**src/asrc_cfg.svh**
```systemverilog
// Timing and layout constants for the static memory controller.
`ifndef ASRC_CFG_SVH
`define ASRC_CFG_SVH
`define ASRC_ADDR_W        17
`define ASRC_DATA_W        16
`define ASRC_LANE_W        8
`define ASRC_CLK_PS        25000
`define ASRC_T_ACC_PS      70000
`define ASRC_T_WP_PS       60000
`define ASRC_T_SD_PS       30000
`define ASRC_T_HZ_PS       25000
`define ASRC_ACC_CYC       ((`ASRC_T_ACC_PS + `ASRC_CLK_PS - 1) / `ASRC_CLK_PS)
`define ASRC_WP_CYC        ((`ASRC_T_WP_PS + `ASRC_CLK_PS - 1) / `ASRC_CLK_PS)
`define ASRC_HZ_CYC        ((`ASRC_T_HZ_PS + `ASRC_CLK_PS - 1) / `ASRC_CLK_PS)
`define ASRC_CNT_W         4
`endif

```
**src/asrc_pkg.sv**
```systemverilog
// Types shared by the static memory controller.
package asrc_pkg;
   typedef struct packed {
      logic        write;
      logic [16:0] word_index;
      logic [15:0] wdata;
      logic [1:0]  lane_en;
   } asrc_req_t;

   typedef struct packed {
      logic        chip_sel_n;
      logic        out_en_n;
      logic        write_n;
      logic        low_lane_select_n;
      logic        high_lane_select_n;
   } asrc_ctl_t;

   typedef enum logic [2:0] {
      ST_IDLE,
      ST_READ,
      ST_WRITE,
      ST_WEND,
      ST_GAP
   } asrc_state_t;
endpackage

```
**src/asrc_cnt.sv**
```systemverilog
// Cycle down-counter used to time each phase of an access.
`timescale 1ns/1ps
`default_nettype none
`include "asrc_cfg.svh"
module asrc_cnt (
   input  wire logic                   clock_in,
   input  wire logic                   rst_in,
   input  wire logic                   load_in,
   input  wire logic [`ASRC_CNT_W-1:0] value_in,
   output logic                        zero_out
);
   logic [`ASRC_CNT_W-1:0] cnt_ff;
   always_ff @(posedge clock_in or posedge rst_in) begin
      if (rst_in) begin
         cnt_ff <= 4'h0;
      end else if (load_in) begin
         cnt_ff <= value_in;
      end else if (cnt_ff != 4'h0) begin
         cnt_ff <= cnt_ff - 4'h1;
      end
   end
   assign zero_out = (cnt_ff == 4'h0);
endmodule
`default_nettype wire

```
**src/asrc_ctrl.sv**
```systemverilog
// Host-side controller that drives a 128K x 16 asynchronous static memory.
// Notes on behaviour
// - Write starts when all qualifiers are active, ends when one rises.
// - Write data is captured at the edge ending the write; hold it there.
// - Write strobe stays high for the whole of every read.
// - Address is valid no later than chip select falling.
// - Read data valid after access time; sample no earlier.
`timescale 1ns/1ps
`default_nettype none
`include "asrc_cfg.svh"
module asrc_ctrl
   import asrc_pkg::*;
(
   input  wire logic                    clock_in,
   input  wire logic                    rst_in,
   input  wire logic                    req_valid_in,
   input  wire asrc_req_t               req_in,
   output logic                         req_ready_out,
   output logic                         rdata_valid_out,
   output logic [`ASRC_DATA_W-1:0]      rdata_out,
   output logic [`ASRC_ADDR_W-1:0]      word_index_out,
   output asrc_ctl_t                    ctl_out,
   input  wire logic [`ASRC_DATA_W-1:0] shared_data_pins_in,
   output logic [`ASRC_DATA_W-1:0]      shared_data_pins_out,
   output logic [`ASRC_DATA_W-1:0]      shared_data_pins_oe_n_out
);
   typedef struct packed {
      asrc_state_t             st;
      asrc_ctl_t               ctl;
      logic [`ASRC_ADDR_W-1:0] addr;
      logic [`ASRC_DATA_W-1:0] wdata;
      logic                    drive;
      logic                    rvalid;
      logic [`ASRC_DATA_W-1:0] rdata;
   } asrc_state_reg_t;

   localparam asrc_ctl_t CTL_IDLE = '{1'b1, 1'b1, 1'b1, 1'b1, 1'b1};

   asrc_state_reg_t state_ff;
   asrc_state_reg_t nxt_state;
   logic            load;
   logic [`ASRC_CNT_W-1:0] load_val;
   logic            cnt_zero;

   asrc_cnt u_cnt (
      .clock_in (clock_in),
      .rst_in   (rst_in),
      .load_in  (load),
      .value_in (load_val),
      .zero_out (cnt_zero)
   );

   always_comb begin
      nxt_state = state_ff;
      nxt_state.rvalid = 1'b0;
      load = 1'b0;
      load_val = 4'h0;

      case (state_ff.st)
         ST_IDLE: begin
            // The bus is parked deselected, strobes high and data released.
            nxt_state.ctl.chip_sel_n = 1'b1;
            nxt_state.ctl.out_en_n = 1'b1;
            nxt_state.ctl.write_n = 1'b1;
            nxt_state.ctl.low_lane_select_n = 1'b1;
            nxt_state.ctl.high_lane_select_n = 1'b1;
            nxt_state.drive = 1'b0;

            if (req_valid_in) begin
               // Address set in the same cycle that chip select falls.
               nxt_state.addr = req_in.word_index;
               nxt_state.ctl.chip_sel_n = 1'b0;
               nxt_state.ctl.low_lane_select_n = ~req_in.lane_en[0];
               nxt_state.ctl.high_lane_select_n = ~req_in.lane_en[1];

               load = 1'b1;

               if (req_in.write) begin
                  // Output enable held high and data driven for the whole strobe.
                  nxt_state.ctl.write_n = 1'b0;
                  nxt_state.ctl.out_en_n = 1'b1;
                  nxt_state.wdata = req_in.wdata;
                  nxt_state.drive = 1'b1;
                  load_val = 4'(`ASRC_WP_CYC);
                  nxt_state.st = ST_WRITE;
               end else begin
                  // Read keeps the write strobe high, data released.
                  nxt_state.ctl.write_n = 1'b1;
                  nxt_state.ctl.out_en_n = 1'b0;
                  nxt_state.drive = 1'b0;
                  load_val = 4'(`ASRC_ACC_CYC);
                  nxt_state.st = ST_READ;
               end
            end
         end

         ST_READ: begin
            // The strobe stays high and the host drivers stay off while reading.
            nxt_state.ctl.write_n = 1'b1;
            nxt_state.drive = 1'b0;

            if (cnt_zero) begin
               // Sample only after the access time has elapsed, lane by lane.
               if (!state_ff.ctl.low_lane_select_n) begin
                  nxt_state.rdata[7:0] = shared_data_pins_in[7:0];
               end
               if (!state_ff.ctl.high_lane_select_n) begin
                  nxt_state.rdata[15:8] = shared_data_pins_in[15:8];
               end

               nxt_state.rvalid = 1'b1;

               // Deselect at once so the memory floats its pins.
               nxt_state.ctl.chip_sel_n = 1'b1;
               nxt_state.ctl.out_en_n = 1'b1;
               nxt_state.ctl.write_n = 1'b1;
               nxt_state.ctl.low_lane_select_n = 1'b1;
               nxt_state.ctl.high_lane_select_n = 1'b1;

               load = 1'b1;
               load_val = 4'(`ASRC_HZ_CYC);
               nxt_state.st = ST_GAP;
            end
         end

         ST_WRITE: begin
            // Output enable stays high and data stays driven through the strobe.
            nxt_state.ctl.out_en_n = 1'b1;
            nxt_state.drive = 1'b1;

            if (cnt_zero) begin
               // Write strobe rises first; data and address held through it.
               nxt_state.ctl.write_n = 1'b1;
               nxt_state.st = ST_WEND;
            end
         end

         ST_WEND: begin
            // Chip select, lanes and data go one cycle after the strobe rose.
            nxt_state.ctl.chip_sel_n = 1'b1;
            nxt_state.ctl.out_en_n = 1'b1;
            nxt_state.ctl.write_n = 1'b1;
            nxt_state.ctl.low_lane_select_n = 1'b1;
            nxt_state.ctl.high_lane_select_n = 1'b1;
            nxt_state.drive = 1'b0;

            load = 1'b1;
            load_val = 4'(`ASRC_HZ_CYC);
            nxt_state.st = ST_GAP;
         end

         ST_GAP: begin
            // Bus turnaround before the next cycle may start.
            nxt_state.ctl.chip_sel_n = 1'b1;
            nxt_state.ctl.out_en_n = 1'b1;
            nxt_state.ctl.write_n = 1'b1;
            nxt_state.ctl.low_lane_select_n = 1'b1;
            nxt_state.ctl.high_lane_select_n = 1'b1;
            nxt_state.drive = 1'b0;

            if (cnt_zero) begin
               nxt_state.st = ST_IDLE;
            end
         end

         default: begin
            // An unknown state parks the bus and returns to idle.
            nxt_state.st = ST_IDLE;
            nxt_state.ctl = CTL_IDLE;
            nxt_state.drive = 1'b0;
         end
      endcase
   end

   always_ff @(posedge clock_in or posedge rst_in) begin
      if (rst_in) begin
         state_ff.st <= ST_IDLE;
         state_ff.ctl <= CTL_IDLE;
         state_ff.addr <= 17'h00000;
         state_ff.wdata <= 16'h0000;
         state_ff.drive <= 1'b0;
         state_ff.rvalid <= 1'b0;
         state_ff.rdata <= 16'h0000;
      end else begin
         state_ff <= nxt_state;
      end
   end

   // The handshake output is decoded from the state register.
   assign req_ready_out = (state_ff.st == ST_IDLE);

   // Read data and its strobe come straight from flip-flops.
   assign rdata_valid_out = state_ff.rvalid;
   assign rdata_out = state_ff.rdata;

   // Every memory pin is driven from a flip-flop so no glitch reaches the device.
   assign word_index_out = state_ff.addr;
   assign ctl_out = state_ff.ctl;
   assign shared_data_pins_out = state_ff.wdata;
   assign shared_data_pins_oe_n_out = {`ASRC_DATA_W{~state_ff.drive}};
endmodule
`default_nettype wire

```
**config.mk**
```make
export PLATFORM = sky130hd
export DESIGN_NAME = asrc_ctrl
export DESIGN_NICKNAME = d
export VERILOG_FILES = /design/src/asrc_pkg.sv /design/src/asrc_cnt.sv /design/src/asrc_ctrl.sv
export VERILOG_INCLUDE_DIRS = /design/src /design/src/src
export SDC_FILE = /design/constraint.sdc
export NUM_CORES = 1
export LEC_CHECK = 0
export BUFFER_PORTS_ARGS = -buffer_cell sky130_fd_sc_hd__buf_4
export CAP_MARGIN = 20
export CORE_UTILIZATION = 25
export DETAILED_ROUTE_END_ITERATION = 7
export GPL_TIMING_DRIVEN = 0
export PLACE_DENSITY = 0.44
export SYNTH_ARGS = -nofsm -noshare
export SYNTH_HDL_FRONTEND = slang
export SYNTH_SLANG_ARGS = --single-unit
```
**constraint.sdc**
```tcl
create_clock -name clock_in -period 3.4 [get_ports clock_in]
set_input_delay 0.51 -clock clock_in [delete_from_list [all_inputs] [get_ports clock_in]]
set_output_delay 0.51 -clock clock_in [all_outputs]
set_load 0.01 [all_outputs]
```
**Word level (Yosys, flattened, before mapping)**

Index checks and enable logic that the tools add are counted.
W data, S select, Z words.

- Add/sub/neg operators: 1
- Eq/ne operators: 8
- Muxes and demuxes: 26
- Bitwise operators: 6
- Reductions and logical operators: 10

Operator list:

| kind | count |
|---|---|
| $mux W42 | 1 |
| $mux W17 | 2 |
| $mux W8 | 3 |
| $pmux W2 S3 | 3 |
| $mux W16 | 1 |
| $pmux W3 S5 | 1 |
| $reduce_and A3 Y1 | 3 |
| $mux W4 | 2 |
| $ne A2 B2 Y1 const B | 4 |
| $eq A3 B2 Y1 const B | 2 |
| $mux W2 | 3 |
| $mux W3 | 2 |
| $not A1 Y1 | 6 |
| $pmux W1 S3 | 2 |
| $mux W1 | 5 |
| $logic_not A4 Y1 | 1 |
| $reduce_and A2 Y1 | 2 |
| $reduce_and A4 Y1 | 1 |
| $reduce_bool A4 Y1 | 1 |
| $sub A4 B1 Y4 const B | 1 |
| $eq A3 B1 Y1 const B | 1 |
| $eq A3 B3 Y1 const B | 1 |
| $logic_not A3 Y1 | 1 |
| $pmux W1 S2 | 1 |
| $reduce_bool A2 Y1 | 1 |

- Register bits: 63
- Output and inout bits: 72
- Logic and storage cells: 64

**Logic depth before layout (Yosys ltp)**

- Depth in word-level cells: 4
- Mapped depth: 7
- Depth with buffers taken out: 5

**Modules after synthesis**

Synthesis repeated with hierarchy kept, for this count alone.

- Cell total of the unflattened synthesis: 236
- Area total of the unflattened synthesis: 3,025.4 sq um

By module, submodules not included:

| module | instances | cells each | area each (sq um) | seq. area each (sq um) |
|---|---|---|---|---|
| asrc_ctrl | 1 | 213 | 2,788.9 | 1,482.7 |
| asrc_cnt | 1 | 23 | 236.5 | 100.1 |

**Worst setup path before layout**

OpenSTA, ideal clock, no wires.

- Path type: flip-flop to flip-flop
- From: register u_cnt.cnt_ff[0]
- To: register state_ff, in the netlist rdata_out[0]
- Arrival: 2.028 ns
- Data required time: 3.275 ns
- Setup slack: 1.247 ns
- Cell stages (with the launch flop): 8
- Path buffers: 2
- Clock period less this slack: 2.153 ns
- Cell sequence: dfrtp_1 inv_1 ha_1 or3b_1 buf_2 or4_4 buf_6 mux2_4

- Word-level cells in the longest chain between the ends: 2

Ends and longest elaborated chain:

| what | line | source |
|---|---|---|
| from (decl) | asrc_cnt.sv:12 | `` logic [`ASRC_CNT_W-1:0] cnt_ff; `` |
| from (signal assigned) | asrc_cnt.sv:17 | `cnt_ff <= value_in;` |
| from (signal assigned) | asrc_cnt.sv:19 | `cnt_ff <= cnt_ff - 4'h1;` |
| $logic_not A4 Y1 | asrc_cnt.sv:22 | `assign zero_out = (cnt_ff == 4'h0);` |
| $reduce_and A3 Y1 (no source line) | n/a |  |
| to (signal assigned) | asrc_ctrl.sv:185 | `state_ff <= nxt_state;` |
| to (decl) | asrc_ctrl.sv:39 | `asrc_state_reg_t state_ff;` |

No other way between the ends.
A chain may end at the register's enable or synchronous reset.

**Worst setup path after layout**

- From: register u_cnt.cnt_ff[0]
- To: register state_ff, in the netlist rdata_out[6]

The elaborated chain is that of the path after synthesis.

==> metrics.txt <==
CTS tree=yes; # Post-CTS Setup Buffers=0; initial drt markers=32; Post-CTS Resized=0; first-pass GRT wire length=10300 um; status=finished clean; most frequent cell after synthesis=buf_4; port bufs=126; vias=2104; sw power=1.29 mW; Startpoint Class=flop; max-slew violations=0; Crit path arrival time=2.47 ns; Hold Crit Endpoint=ctl_out[1]; Cell Rows=40; Ys Warns=0; P_leak=2.24 nW; I/O pins=127; R2R depth=7; FF-to-FF Start=u_cnt.cnt_ff[0]; vias in the first global route=2122; syn avg cell area=12.5 um^2; slew margin rel.=0.385; Seq pwr share=0.299; clock sink count=63; die height=113 um; fin nets=439; Final Hold Viols=0; total grt overflow=0; H-tree Lvls=3; cells after synthesis=246; WL/cell=11.7 um; worst flop-to-flop path endpoint=rdata_out[6]; DR vias/cell=3.93; TNS Setup=0 ns; post-cts hold buffer count=0; Slew @ Worst Pin=0.920 ns; worst hold path type=in2reg; Sw Share=0.298; Worst Hold Launch=req_in[0]; CP Data Required Time=3.61 ns; Netlist Area Pre-Place=3080 um^2; Final Setup Violations=0; fraction of registers with async set/reset=1.00; Starting Density=0.256; Die ar.=12800 um^2; Area growth syn-to-layout=46.2%; clk_lat worst skew=0.33 ns; fin crit period=2.27 ns; number of diodes=0; sequential share of the synthesized area=0.514; Crit Path Class=reg2reg; Synth area leader=dfrtp_1; EDFF count, synth=0; GP Congestion=0.651; Clock Tree Root=clkbuf_16; RSZ-0062 raised after global routing=no; Clk pin slew, worst setup/hold paths=0.05 ns; crit path capture type=flop; #FFs+latches synth=63; Max Clock Freq=441 MHz; post-synth top area share=0.471; total track usage=0.106; post-synthesis net count=302; residual DRC count=0; chip width=113 um; ys flop type=dfrtp_1; ratio of cells with drive above 1 in the final layout=0.701; Commonest cells post-synth=buf_4 (69), dfrtp_1 (58), mux2_2 (41), mux2_4 (8); internal power=3.03 mW; register-to-register setup slack=1.13 ns; power per cell area=959 nW/um^2; Finished Core Util=0.375; hold_ws=0.332 ns; MaxCap Viol Count=0; Final Skew=0.00650 ns; Crit Path Max Fanout=8; clock group share of total power=0.208; Clock Path Buffers=2; largest net degree at the start of global routing=64; Final period util=0.667; Logic pwr share=0.493; 1st-pass router iterations=4; top cells by area, synth=dfrtp_1 (47%), buf_4 (17%), mux2_2 (15%); hold depth=2; Tot Pwr=4.32 mW; Antenna Violating Nets Remaining=0; Synth cell types=33; initial antenna violation count=0; clock buffer count from CTS=9; drt total wl=6280 um; CORE AREA=12000 um^2; Max IR drop VDD=388 uV; Detailed Place HPWL=4520 um
-- per-layer routing --
| layer | track usage | wire (um) | vias up |
|---|---|---|---|
| li1 | - | - | 1036 |
| met1 | 0.118 | 2630 | 995 |
| met2 | 0.173 | 3100 | 63 |
| met5 | 0 | 0 | - |
| met3 | 0.0434 | 414 | 10 |
| met4 | 0.0526 | 123 | 0 |
-- layout make-up --
class	instances	area [um^2]
Multi-Input combinational cell	98	908
Clock buffer	12	246
Inverter	6	25.0
Timing Repair Buffer	126	946
Tap cell	147	184
Clock inverter	4	45.0
Buffer	79	567
Fill cell	1235	7510
Sequential cell	63	1580
-- flip-flops by register name, summed over array words and instances, names as in the netlist --
name	cells
ctl_out	5
rdata_out	16
rdata_valid_out	1
shared_data_pins_out	16
state_ff	4
u_cnt.cnt_ff	4
word_index_out	17
-- power groups by stage --
stage	Combinational (mW)	Clock, mW	Sequential [mW]
2_1_floorplan	1.39	0	1.26
3_3_place_gp	2.15	0	1.30
3_5_place_dp	2.16	0	1.31
4_1_cts	2.17	0.938	1.30
5_1_grt	2.31	0.963	1.35
6_report	2.13	0.897	1.29
-- through the flow --
step	area [um^2]	cells	setup WS, ns
2_1_floorplan	3080	246	1.25
3_3_place_gp	4210	519	0.255
3_5_place_dp	4210	519	1.10
4_1_cts	4500	535	1.08
5_1_grt	4500	535	0.925
6_report	4500	535	1.13
-- logic make-up (layout without fill, tap and decap cells) --
kind of cell	count (synthesis)	count (layout)	share of synthesized area
buffers and inverters	85	227	0.191
AOI/OAI and AO/OA	16	16	0.0349
adders and majority gates	1	1	0.00406
and+or+nand+nor	31	31	0.0638
muxes	50	50	0.192
DFF	63	63	0.514
-- worst max path at each step --
stage               startpoint  slack, ns       endpoint
2_1_floorplan  u_cnt.cnt_ff[0]       1.25   rdata_out[0]
3_3_place_gp            rst_in       0.26  rdata_out[13]
3_5_place_dp   u_cnt.cnt_ff[0]       1.10  rdata_out[11]
4_1_cts        u_cnt.cnt_ff[0]       1.08  rdata_out[11]
5_1_grt        u_cnt.cnt_ff[0]       0.93  rdata_out[15]
6_report       u_cnt.cnt_ff[0]       1.13   rdata_out[6]
-- placed cells by master (no fill, tap or decap), types with 2 or more instances in the layout --
| master | count |
|---|---|
| a21o_1 | 2 |
| a21oi_1 | 3 |
| a22oi_1 | 2 |
| buf_2 | 3 |
| buf_4 | 195 |
| clkbuf_1 | 8 |
| clkbuf_16 | 9 |
| clkinv_2 | 3 |
| dfrtp_1 | 58 |
| dfstp_2 | 5 |
| inv_1 | 5 |
| mux2_2 | 41 |
| mux2_4 | 8 |
| nand2_1 | 3 |
| nand2b_1 | 6 |
| nor2_1 | 6 |
| nor3_1 | 5 |
| o21ai_0 | 4 |
| o32a_1 | 2 |
| or3b_2 | 2 |
-- worst max-delay path, stage by stage (launching register included) --
cell and delay [ns]:
dfrtp_1 0.39, inv_1 0.08, ha_1 0.21, or3b_1 0.35, buf_2 0.17, or4_4 0.48
buf_6 0.17, mux2_4 0.30
(Power assumes the default switching activity.)
